[src/rtl/ssr_pkg.sv]
// constants, register map and types of the soft-start ramp controller
// Notes on behaviour
// a history of the four newest fault codes shifts one place older on each new fault and drops the oldest.
// parameters can be changed only while the access control is on, and are always readable.
// a start begins at the initial voltage, 25 to 90 percent of rated line voltage in 1 percent steps, default 30.
// the voltage rises from the initial value to full over the ramp time, 1 s to 240 s, default 20 s, unless current limiting holds it.
// while current limiting acts during a start, the ramp time becomes a locked-rotor time limit instead.
// a ramp-down command drops the voltage at once to the step level, 100 down to 40 percent, default 100, before the ramp down.
// the step and the ramp down happen only when the ramp-down time is nonzero; otherwise the motor switches off.
// the thermal state reads 0 to 250; at 250 the motor trips and shows code 4.
// active power and power factor read as the off code while the bypass or energy saving is in use.
// output current reads both as a percentage of rated current and in amperes, read-only.
// current limiting is disabled while the start voltage pulse is enabled.
// a stop-only parameter written while the motor runs is rejected and the stored value flashes.
// change permission is off after reset and when the access control is written off.
// each fault event enters the history once, when first detected, not again while it persists; the code pushes ext_fault on every cycle it stays high.
package ssr_pkg;
  // ------------------------------------------------------------
  // bus and widths
  // ------------------------------------------------------------
  localparam int AW = 8;
  localparam int DW = 16;
  localparam int ACC_W = 17;
  // ------------------------------------------------------------
  // register offsets (byte addresses)
  // ------------------------------------------------------------
  localparam logic [7:0] OFS_ACCESS = 8'h00;
  localparam logic [7:0] OFS_INIT_V = 8'h04;
  localparam logic [7:0] OFS_ACCEL_T = 8'h08;
  localparam logic [7:0] OFS_DSTEP = 8'h0C;
  localparam logic [7:0] OFS_DECEL_T = 8'h10;
  localparam logic [7:0] OFS_ILIM = 8'h14;
  localparam logic [7:0] OFS_VPULSE = 8'h18;
  localparam logic [7:0] OFS_STATUS = 8'h20;
  localparam logic [7:0] OFS_CUR_PCT = 8'h24;
  localparam logic [7:0] OFS_CUR_AMP = 8'h28;
  localparam logic [7:0] OFS_ACT_PWR = 8'h2C;
  localparam logic [7:0] OFS_PF = 8'h30;
  localparam logic [7:0] OFS_THERMAL = 8'h34;
  localparam logic [7:0] OFS_IRQ_ST = 8'h38;
  localparam logic [7:0] OFS_IRQ_MASK = 8'h3C;
  localparam logic [7:0] OFS_HIST = 8'h40;
  localparam logic [7:0] OFS_HIST_END = 8'h4C;
  // ------------------------------------------------------------
  // reset values and ranges
  // ------------------------------------------------------------
  localparam logic [7:0] INIT_V_DEF = 8'h1E;
  localparam logic [7:0] INIT_V_MIN = 8'h19;
  localparam logic [7:0] INIT_V_MAX = 8'h5A;
  localparam logic [7:0] ACCEL_T_DEF = 8'h14;
  localparam logic [7:0] ACCEL_T_MIN = 8'h01;
  localparam logic [7:0] ACCEL_T_MAX = 8'hF0;
  localparam logic [7:0] DSTEP_DEF = 8'h64;
  localparam logic [7:0] DSTEP_MIN = 8'h28;
  localparam logic [7:0] DSTEP_MAX = 8'h64;
  localparam logic [7:0] DECEL_T_DEF = 8'h00;
  localparam logic [7:0] DECEL_T_MAX = 8'hF0;
  localparam logic [15:0] ILIM_DEF = 16'h012C;
  localparam logic [7:0] FULL_V = 8'h64;
  localparam logic [7:0] TH_TRIP = 8'hFA;
  localparam logic [15:0] PWR_OFF_CODE = 16'hFFFF;
  localparam logic [7:0] CODE_LOCKED = 8'h02;
  localparam logic [7:0] CODE_THERMAL = 8'h04;
  localparam logic [2:0] IRQ_RESET = 3'h0;
  // ------------------------------------------------------------
  // timing: ramp time counted in 1/256 second sub-ticks
  // ------------------------------------------------------------
  localparam longint CLK_HZ = 200_000_000;
  localparam int RAMP_UNIT_S = 1;
  localparam int SUB_PER_S = 256;
  localparam int SUBTICK_CYC = int'(CLK_HZ * RAMP_UNIT_S / SUB_PER_S);
  typedef enum logic [2:0] {
    ST_IDLE, ST_ACCEL, ST_RUN, ST_DECEL, ST_TRIP
  } ssr_state_t;
endpackage

[src/rtl/ssr_fault_hist.sv]
// four-entry fault history memory with registered read port
`timescale 1ns/1ps
module ssr_fault_hist (
  input wire logic core_clk,
  input wire logic sys_rst,
  input wire logic ce,
  input wire logic push,
  input wire logic [7:0] push_code,
  input wire logic [1:0] rd_idx,
  output logic [7:0] rd_data
);
  import ssr_pkg::*;
  logic [7:0] ent_q [4];
  always_ff @(posedge core_clk) begin
    if (sys_rst) begin
      for (int i = 0; i < 4; i++) begin
        ent_q[i] <= 8'h00;
      end
      rd_data <= 8'h00;
    end else if (ce) begin
      if (push) begin
        ent_q[0] <= push_code;
        for (int i = 1; i < 4; i++) begin
          ent_q[i] <= ent_q[i-1];
        end
      end
      rd_data <= ent_q[rd_idx];
    end
  end
endmodule

[src/rtl/ssr_soft_start.sv]
// soft-start ramp, protection and parameter register block
`timescale 1ns/1ps
module ssr_soft_start #(
  parameter int unsigned SUBTICK_CYCLES = ssr_pkg::SUBTICK_CYC
) (
  input wire logic core_clk,
  input wire logic sys_rst,
  input wire logic ce,
  input wire logic [ssr_pkg::AW-1:0] reg_addr,
  input wire logic [ssr_pkg::DW-1:0] reg_wdata,
  input wire logic reg_wr,
  input wire logic reg_rd,
  output logic [ssr_pkg::DW-1:0] reg_rdata,
  input wire logic start_cmd,
  input wire logic stop_cmd,
  input wire logic fault_reset,
  input wire logic ext_fault,
  input wire logic [7:0] ext_fault_code,
  input wire logic [ssr_pkg::DW-1:0] meas_cur_pct,
  input wire logic [ssr_pkg::DW-1:0] meas_cur_amp,
  input wire logic [ssr_pkg::DW-1:0] meas_act_pwr,
  input wire logic [ssr_pkg::DW-1:0] meas_pf,
  input wire logic [7:0] meas_thermal,
  input wire logic bypass_on,
  input wire logic energy_save_on,
  output logic [7:0] volt_pct,
  output logic motor_on,
  output logic [7:0] error_code,
  output logic param_flash,
  output logic irq
);
  import ssr_pkg::*;

  // ------------------------------------------------------------
  // helpers
  // ------------------------------------------------------------
  // one bresenham step: carry out in the top bit, remainder below
  function automatic logic [ACC_W:0] bres(
    input logic [ACC_W-1:0] acc,
    input logic [7:0] delta,
    input logic [7:0] secs
  );
    logic [ACC_W-1:0] s;
    logic [ACC_W-1:0] span;
    span = {1'b0, secs, 8'h00};
    s = acc + {9'h000, delta};
    if (s >= span) begin
      bres = {1'b1, s - span};
    end else begin
      bres = {1'b0, s};
    end
  endfunction

  // ------------------------------------------------------------
  // state
  // ------------------------------------------------------------
  ssr_state_t st_q, st_d;
  logic [7:0] volt_q, volt_d;
  logic [ACC_W-1:0] acc_q, acc_d;
  logic [7:0] sec_q, sec_d;
  logic [7:0] dlev_q, dlev_d;
  logic access_q;
  logic [7:0] init_v_q, accel_t_q, dstep_q, decel_t_q;
  logic [15:0] ilim_q;
  logic vpulse_q;
  logic flash_q;
  logic [7:0] err_q;
  logic th_prev_q;
  logic [2:0] irq_st_q, irq_mask_q;
  logic [DW-1:0] rdata_q;
  logic hist_sel_q;
  logic [7:0] hist_rd;
  logic sub_p, sec_p;

  // ------------------------------------------------------------
  // register write decode
  // ------------------------------------------------------------
  wire [7:0] wd8 = reg_wdata[7:0];
  wire running = st_q == ST_ACCEL || st_q == ST_RUN || st_q == ST_DECEL;
  wire param_addr = reg_addr >= OFS_INIT_V && reg_addr <= OFS_VPULSE;
  wire param_wr = reg_wr && param_addr;
  wire hi_zero = reg_wdata[15:8] == 8'h00;
  wire in_range =
    (reg_addr == OFS_INIT_V) ? hi_zero && wd8 >= INIT_V_MIN &&
                               wd8 <= INIT_V_MAX :
    (reg_addr == OFS_ACCEL_T) ? hi_zero && wd8 >= ACCEL_T_MIN &&
                                wd8 <= ACCEL_T_MAX :
    (reg_addr == OFS_DSTEP) ? hi_zero && wd8 >= DSTEP_MIN &&
                              wd8 <= DSTEP_MAX :
    (reg_addr == OFS_DECEL_T) ? hi_zero && wd8 <= DECEL_T_MAX :
    (reg_addr == OFS_VPULSE) ? reg_wdata[15:1] == 15'h0000 :
    1'b1;
  // the initial voltage and the voltage pulse cannot change under a running motor
  wire stop_only = reg_addr == OFS_INIT_V || reg_addr == OFS_VPULSE;
  wire accept = param_wr && access_q && in_range &&
                !(stop_only && running);
  wire reject = param_wr && access_q && !accept;
  wire wr_ok_init = accept && reg_addr == OFS_INIT_V;
  wire wr_ok_accel = accept && reg_addr == OFS_ACCEL_T;
  wire wr_ok_dstep = accept && reg_addr == OFS_DSTEP;
  wire wr_ok_decel = accept && reg_addr == OFS_DECEL_T;
  wire wr_ok_ilim = accept && reg_addr == OFS_ILIM;
  wire wr_ok_vpulse = accept && reg_addr == OFS_VPULSE;
  wire wr_access = reg_wr && reg_addr == OFS_ACCESS;
  wire wr_irq_clr = reg_wr && reg_addr == OFS_IRQ_ST;
  wire wr_irq_mask = reg_wr && reg_addr == OFS_IRQ_MASK;

  // ------------------------------------------------------------
  // protection and fault detection
  // ------------------------------------------------------------
  wire ilim_act = st_q == ST_ACCEL && !vpulse_q &&
                  meas_cur_pct >= ilim_q;
  wire lr_fault = ilim_act && sec_q >= accel_t_q;
  wire th_hot = meas_thermal >= TH_TRIP;
  wire th_new = th_hot && !th_prev_q;
  wire lr_new = lr_fault; // leaves accel at once, so one-shot
  wire fault_push = th_new || lr_new || ext_fault;
  // simultaneous faults keep only the most serious code
  wire [7:0] fault_code = th_new ? CODE_THERMAL :
                          lr_new ? CODE_LOCKED : ext_fault_code;
  wire ramp_done = st_q == ST_ACCEL && st_d == ST_RUN;
  wire [2:0] irq_ev = {ramp_done, reject, fault_push};

  // ------------------------------------------------------------
  // ramp sequencer
  // ------------------------------------------------------------
  wire [7:0] up_delta = FULL_V - init_v_q;
  wire [ACC_W:0] up_step = bres(acc_q, up_delta, accel_t_q);
  wire [ACC_W:0] dn_step = bres(acc_q, dlev_q, decel_t_q);
  wire [7:0] step_lvl = (volt_q < dstep_q) ? volt_q : dstep_q;

  always_comb begin
    st_d = st_q;
    volt_d = volt_q;
    acc_d = acc_q;
    sec_d = sec_q;
    dlev_d = dlev_q;
    if (fault_push) begin
      st_d = ST_TRIP;
      volt_d = 8'h00;
    end else begin
      case (st_q)
        ST_IDLE: begin
          if (start_cmd) begin
            st_d = ST_ACCEL;
            volt_d = init_v_q;
            acc_d = '0;
            sec_d = 8'h00;
          end
        end
        ST_ACCEL, ST_RUN: begin
          if (stop_cmd) begin
            acc_d = '0;
            if (decel_t_q != 8'h00) begin
              st_d = ST_DECEL;
              volt_d = step_lvl;
              dlev_d = step_lvl;
            end else begin
              st_d = ST_IDLE;
              volt_d = 8'h00;
            end
          end else if (st_q == ST_ACCEL) begin
            if (sec_p && sec_q != 8'hFF) begin
              sec_d = sec_q + 8'h01;
            end
            // limiting holds the voltage where it is
            if (sub_p && !ilim_act) begin
              acc_d = up_step[ACC_W-1:0];
              if (up_step[ACC_W]) begin
                volt_d = volt_q + 8'h01;
              end
            end
            if (volt_q >= FULL_V) begin
              st_d = ST_RUN;
              volt_d = FULL_V;
            end
          end
        end
        ST_DECEL: begin
          if (volt_q == 8'h00) begin
            st_d = ST_IDLE;
          end else if (sub_p) begin
            acc_d = dn_step[ACC_W-1:0];
            if (dn_step[ACC_W]) begin
              volt_d = volt_q - 8'h01;
            end
          end
        end
        ST_TRIP: begin
          volt_d = 8'h00;
          if (fault_reset && !th_hot) begin
            st_d = ST_IDLE;
          end
        end
        default: begin
          st_d = ST_IDLE;
          volt_d = 8'h00;
        end
      endcase
    end
  end

  always_ff @(posedge core_clk) begin
    if (sys_rst) begin
      st_q <= ST_IDLE;
      volt_q <= 8'h00;
      acc_q <= '0;
      sec_q <= 8'h00;
      dlev_q <= 8'h00;
    end else if (ce) begin
      st_q <= st_d;
      volt_q <= volt_d;
      acc_q <= acc_d;
      sec_q <= sec_d;
      dlev_q <= dlev_d;
    end
  end

  // ------------------------------------------------------------
  // parameter registers
  // ------------------------------------------------------------
  always_ff @(posedge core_clk) begin
    if (sys_rst) begin
      access_q <= 1'b0;
    end else if (ce && wr_access) begin
      access_q <= reg_wdata[0];
    end
  end

  always_ff @(posedge core_clk) begin
    if (sys_rst) begin
      init_v_q <= INIT_V_DEF;
      accel_t_q <= ACCEL_T_DEF;
      dstep_q <= DSTEP_DEF;
      decel_t_q <= DECEL_T_DEF;
      ilim_q <= ILIM_DEF;
      vpulse_q <= 1'b0;
    end else if (ce) begin
      if (wr_ok_init) init_v_q <= wd8;
      if (wr_ok_accel) accel_t_q <= wd8;
      if (wr_ok_dstep) dstep_q <= wd8;
      if (wr_ok_decel) decel_t_q <= wd8;
      if (wr_ok_ilim) ilim_q <= reg_wdata;
      if (wr_ok_vpulse) vpulse_q <= reg_wdata[0];
    end
  end

  // ------------------------------------------------------------
  // fault, flash and interrupt state
  // ------------------------------------------------------------
  always_ff @(posedge core_clk) begin
    if (sys_rst) begin
      flash_q <= 1'b0;
      err_q <= 8'h00;
      th_prev_q <= 1'b0;
      irq_st_q <= IRQ_RESET;
      irq_mask_q <= IRQ_RESET;
    end else if (ce) begin
      // flashing lasts until a value is accepted or access ends
      if (reject) begin
        flash_q <= 1'b1;
      end else if (accept || (wr_access && !reg_wdata[0])) begin
        flash_q <= 1'b0;
      end
      if (fault_push) begin
        err_q <= fault_code;
      end else if (st_q == ST_TRIP && st_d == ST_IDLE) begin
        err_q <= 8'h00;
      end
      th_prev_q <= th_hot;
      // a new event wins over a clear in the same cycle
      irq_st_q <= (irq_st_q & ~({3{wr_irq_clr}} & reg_wdata[2:0]))
                  | irq_ev;
      if (wr_irq_mask) begin
        irq_mask_q <= reg_wdata[2:0];
      end
    end
  end

  ssr_tick #(
    .SUBTICK_CYCLES(SUBTICK_CYCLES)
  ) u_tick (
    .core_clk(core_clk),
    .sys_rst(sys_rst),
    .ce(ce),
    .run(st_q == ST_ACCEL || st_q == ST_DECEL),
    .sub_p(sub_p),
    .sec_p(sec_p)
  );

  ssr_fault_hist u_hist (
    .core_clk(core_clk),
    .sys_rst(sys_rst),
    .ce(ce),
    .push(fault_push),
    .push_code(fault_code),
    .rd_idx(reg_addr[3:2]),
    .rd_data(hist_rd)
  );

  // ------------------------------------------------------------
  // read path
  // ------------------------------------------------------------
  wire pwr_off = bypass_on || energy_save_on;
  wire hist_addr = reg_addr >= OFS_HIST && reg_addr <= OFS_HIST_END &&
                   reg_addr[1:0] == 2'b00;
  wire [DW-1:0] status_val = {4'h0, access_q, ilim_act,
                              st_q == ST_TRIP, running, volt_q};
  wire [DW-1:0] rd_val =
    (reg_addr == OFS_ACCESS) ? {15'h0000, access_q} :
    (reg_addr == OFS_INIT_V) ? {8'h00, init_v_q} :
    (reg_addr == OFS_ACCEL_T) ? {8'h00, accel_t_q} :
    (reg_addr == OFS_DSTEP) ? {8'h00, dstep_q} :
    (reg_addr == OFS_DECEL_T) ? {8'h00, decel_t_q} :
    (reg_addr == OFS_ILIM) ? ilim_q :
    (reg_addr == OFS_VPULSE) ? {15'h0000, vpulse_q} :
    (reg_addr == OFS_STATUS) ? status_val :
    (reg_addr == OFS_CUR_PCT) ? meas_cur_pct :
    (reg_addr == OFS_CUR_AMP) ? meas_cur_amp :
    (reg_addr == OFS_ACT_PWR) ? (pwr_off ? PWR_OFF_CODE :
                                 meas_act_pwr) :
    (reg_addr == OFS_PF) ? (pwr_off ? PWR_OFF_CODE : meas_pf) :
    (reg_addr == OFS_THERMAL) ? {8'h00, meas_thermal} :
    (reg_addr == OFS_IRQ_ST) ? {13'h0000, irq_st_q} :
    (reg_addr == OFS_IRQ_MASK) ? {13'h0000, irq_mask_q} :
    16'h0000;

  // read data stand only in the cycle after the strobe
  always_ff @(posedge core_clk) begin
    if (sys_rst) begin
      rdata_q <= 16'h0000;
      hist_sel_q <= 1'b0;
    end else if (ce) begin
      rdata_q <= (reg_rd && !hist_addr) ? rd_val : 16'h0000;
      hist_sel_q <= reg_rd && hist_addr;
    end
  end

  // ------------------------------------------------------------
  // outputs
  // ------------------------------------------------------------
  assign reg_rdata = hist_sel_q ? {8'h00, hist_rd} : rdata_q;
  assign volt_pct = volt_q;
  assign motor_on = running;
  assign error_code = err_q;
  assign param_flash = flash_q;
  assign irq = |(irq_st_q & irq_mask_q);
endmodule

[src/rtl/ssr_tick.sv]
// sub-tick and second pulse generator for ramp timing
`timescale 1ns/1ps
module ssr_tick #(
  parameter int unsigned SUBTICK_CYCLES = ssr_pkg::SUBTICK_CYC
) (
  input wire logic core_clk,
  input wire logic sys_rst,
  input wire logic ce,
  input wire logic run,
  output logic sub_p,
  output logic sec_p
);
  import ssr_pkg::*;
  localparam int CW = $clog2(SUBTICK_CYCLES + 1);
  logic [CW-1:0] cnt_q;
  logic [7:0] sub_q;
  wire wrap = cnt_q == CW'(SUBTICK_CYCLES - 1);
  // counters restart while run is low, so seconds align to each ramp start unless ramp-down follows acceleration directly
  always_ff @(posedge core_clk) begin
    if (sys_rst || (ce && !run)) begin
      cnt_q <= '0;
      sub_q <= '0;
    end else if (ce) begin
      cnt_q <= wrap ? '0 : cnt_q + 1'b1;
      if (wrap) begin
        sub_q <= sub_q + 1'b1;
      end
    end
  end
  assign sub_p = ce && run && wrap;
  assign sec_p = sub_p && (sub_q == 8'hFF);
endmodule
[config.mk]
export PLATFORM = sky130hd
export DESIGN_NAME = ssr_soft_start
export DESIGN_NICKNAME = d
export VERILOG_FILES = /design/src/rtl/ssr_pkg.sv /design/src/rtl/ssr_fault_hist.sv /design/src/rtl/ssr_soft_start.sv /design/src/rtl/ssr_tick.sv
export SDC_FILE = /design/constraint.sdc
export NUM_CORES = 1
export LEC_CHECK = 0
export BUFFER_PORTS_ARGS = -buffer_cell sky130_fd_sc_hd__buf_2
export CORE_MARGIN = 2
export CORE_UTILIZATION = 38
export CTS_CLUSTER_DIAMETER = 120
export CTS_CLUSTER_SIZE = 14
export DETAILED_ROUTE_END_ITERATION = 12
export SLEW_MARGIN = 0
export SYNTH_ARGS = -nofsm -noshare
export SYNTH_HDL_FRONTEND = slang
export SYNTH_SLANG_ARGS = --single-unit
[constraint.sdc]
create_clock -name core_clk -period 9.4 [get_ports core_clk]
set_clock_uncertainty 0.05 [all_clocks]
set_input_delay 0.47 -clock core_clk [delete_from_list [all_inputs] [get_ports core_clk]]
set_output_delay 0.47 -clock core_clk [all_outputs]
set_load 0.01 [all_outputs]
==> run metrics <==
outcome complete, no violations; CTS tree done; total CTS buffers 17; critical path type register to register; Final Max Tran Viols 0; Fin Hold WS 0.183 ns; Routed Wire Length 43400 um; Post-route DRC 0; Worst setup EP type register; Post CTS Setup Buffer Count 0; routed vias/inst 5.85; FF+latch count, synth 195; switching pwr 597 uW; Critical Path End volt_pct[1]; Post-synth EDFFs 32; leak pwr 5.82 nW; CTS Buffer Depth 2; Mean Syn Cell Area 8.51 um^2; Main synth FF type dfxtp_1; worst hold stages 2; clock share of power 0.404; Synth area leader dfxtp_1; Worst Hold Class primary input to register; r2r endpoint volt_pct[1]; Slew HR 0.199; Mapped Nets 1713; initial drt markers 962; crit path time final 5.51 ns; largest net degree at the start of global routing 59; Gate Count Post-Synth 1521; final core occ 0.437; RSZ-0062 raised after global routing no; mapped cell area 12900 um^2; clock slew at reported path FFs 0.09 ns; Hold Buf Count CTS 0; CP Max Fanout 9; Starting Density 0.386; FMAX 181 MHz; number of global-route vias before repair 11.7k; fraction of the cycle the final worst path needs 0.586; Switching Fraction 0.307; top cell type's share of synthesized area 0.252; commonest non-fill, non-tap cell in the layout nor2_1; reg2reg start init_v_q[0]; worst slew pin tran 1.20 ns; Setup TNS 0 ns; row cnt 67; routed via count 12.2k; drt pass-1 iters 7; Reg2Reg Depth 19; die width 189 um; Syn-to-layout area delta 13.1%; Buffers on Ports 149; P_int 1.35 mW; drt wl/cell 20.9 um; post-cts resize count 0; worst skew pair latency 0.47 ns; Num Clock Sinks 195; Design Power 1.94 mW; yosys warns 0; CP startpoint kind register; sequential share of power 0.458; initial antenna violation count 2; WP data arrival 5.81 ns; Max Cap Viol 0; nets 1810; Synth area leaders dfxtp_1 (25%), edfxtp_1 (7.4%), ha_1 (7.1%), mux2i_1 (5.5%), nor2_1 (5.1%); reg2reg setup slack 3.89 ns; Peak VDD IR 0.101 mV; Seq/Total Area, Yosys 0.326; ys async rst share 0; chip height 189 um; DP Cell Count 2047; Root Driver clkbuf_16; htree depth 4; pre-CTS setup slack 3.95 ns; ratio of cells with drive above 1 in the final layout 0.155; ant diodes 0; Finish-stage setup viols 0; total grt overflow 0; placed cell areas 14000 um^2; HPWL Detailed 33200 um; I/O pin cnt 150; Worst setup startpoint init_v_q[0]; GP Congestion 0.935; post-route ant nets 0; Crit path required time 9.70 ns; logic gate share of total power 0.138; die area 35600 um^2; Hold Fails Final Rpt 0; Power per Cell Area 133 nW/um^2; final worst setup slack 3.89 ns; first-pass GRT wire length 67000 um; Core ar. 33500 um^2; Post-Layout Inst Area 14600 um^2; commonest cells after routing, fill and taps aside nor2_1 (176), dfxtp_1 (163), buf_2 (148), nand2_1 (107), a21oi_1 (93); Yosys cell types 92; Tot GR Track Use 0.242; Non-Filler Instances 2079
[power by group through the flow]
stage	clock network (mW)	logic [mW]	registers, mW
3_5_place_dp	0	0.265	0.908
2_1_floorplan	0	0.178	0.897
3_3_place_gp	0	0.261	0.907
4_1_cts	0.798	0.266	0.888
6_report	0.785	0.269	0.888
5_1_grt	0.827	0.292	0.891
[Yosys cell counts, types with 6 or more instances]
cell      number
nor2_1       176
dfxtp_1      163
nand2_1      107
a21oi_1       93
ha_1          73
o21ai_0       73
mux2i_1       71
inv_1         69
clkbuf_1      61
nand3_1       38
xor2_1        38
and2_1        35
edfxtp_1      32
nor3_1        31
xnor2_1       30
nand4_1       29
a22oi_1       22
nor2b_1       22
a211oi_1      21
a21o_1        17
and3_1        17
nor4_1        17
o21a_1        16
or3_1         15
o22ai_1       14
a22o_1        13
o211ai_1      13
o221ai_1      13
a221oi_1      12
buf_2         12
nand2b_1      12
mux2_2        11
a222oi_1       9
mux4_2         8
a211oi_2       7
a221o_1        7
or2_2          6
[flip-flops by register name, summed over array words and instances, names as in the netlist, 16 cells and up]
signal / cells
u_hist.ent_q: 32
u_tick.cnt_q: 20
acc_q: 17
ilim_q: 16
rdata_q: 16
[final cells by class]
cell class	instances	area [um^2]
Multi-Input combinational cell	1175	8130
Fill cell	3418	18900
Clock inverter	15	211
Tap cell	448	561
Sequential cell	195	4220
Inverter	69	259
Timing Repair Buffer	160	831
Clock buffer	17	425
[critical path: stages, from the launching register on]
cell and delay, ns:
dfxtp_1 0.41, inv_1 0.10, ha_1 0.33, inv_1 0.06, fa_1 0.42, nand2b_1 0.18
a211oi_1 0.27, nor2b_1 0.11, o21ai_0 0.50, nand2_1 0.14, xnor2_1 0.19, ha_1 0.39
nand4_1 0.15, or4_1 0.47, or3_1 0.39, o311a_1 0.35, nand2_4 0.18, a21boi_2 0.28
o31ai_2 0.17, a22o_1 0.26
[kinds of logic (layout without fill, tap and decap cells)]
family          count (synthesis)  after routing  share of synthesized area
flops                         195            195                      0.326
simple gates                  550            550                      0.217
fa+ha+maj                      77             77                     0.0767
buf+inv                       151            261                     0.0467
xor+xnor                       68             68                     0.0460
compound gates                390            390                      0.209
mux                            90             90                     0.0784
[per-layer routing]
layer  vias up  part of all wire  track usage
li1       5789                 -            -
met1      5749              0.42        0.300
met2       506              0.47        0.409
met3       121             0.066       0.0415
met4         4             0.046        0.114
met5         -           0.00058            0
[worst min path at each step]
stage	end	start	slack, ns
after global routing	error_code[5]	ext_fault_code[5]	0.18
final	error_code[5]	ext_fault_code[5]	0.18
after floorplan	rdata_q[9]	rdata_q[9]	0.39
after detailed placement	error_code[2]	error_code[2]	0.39
after global placement	error_code[2]	error_code[2]	0.38
after CTS	error_code[0]	ext_fault_code[0]	0.17
(Power assumes the default switching activity.)
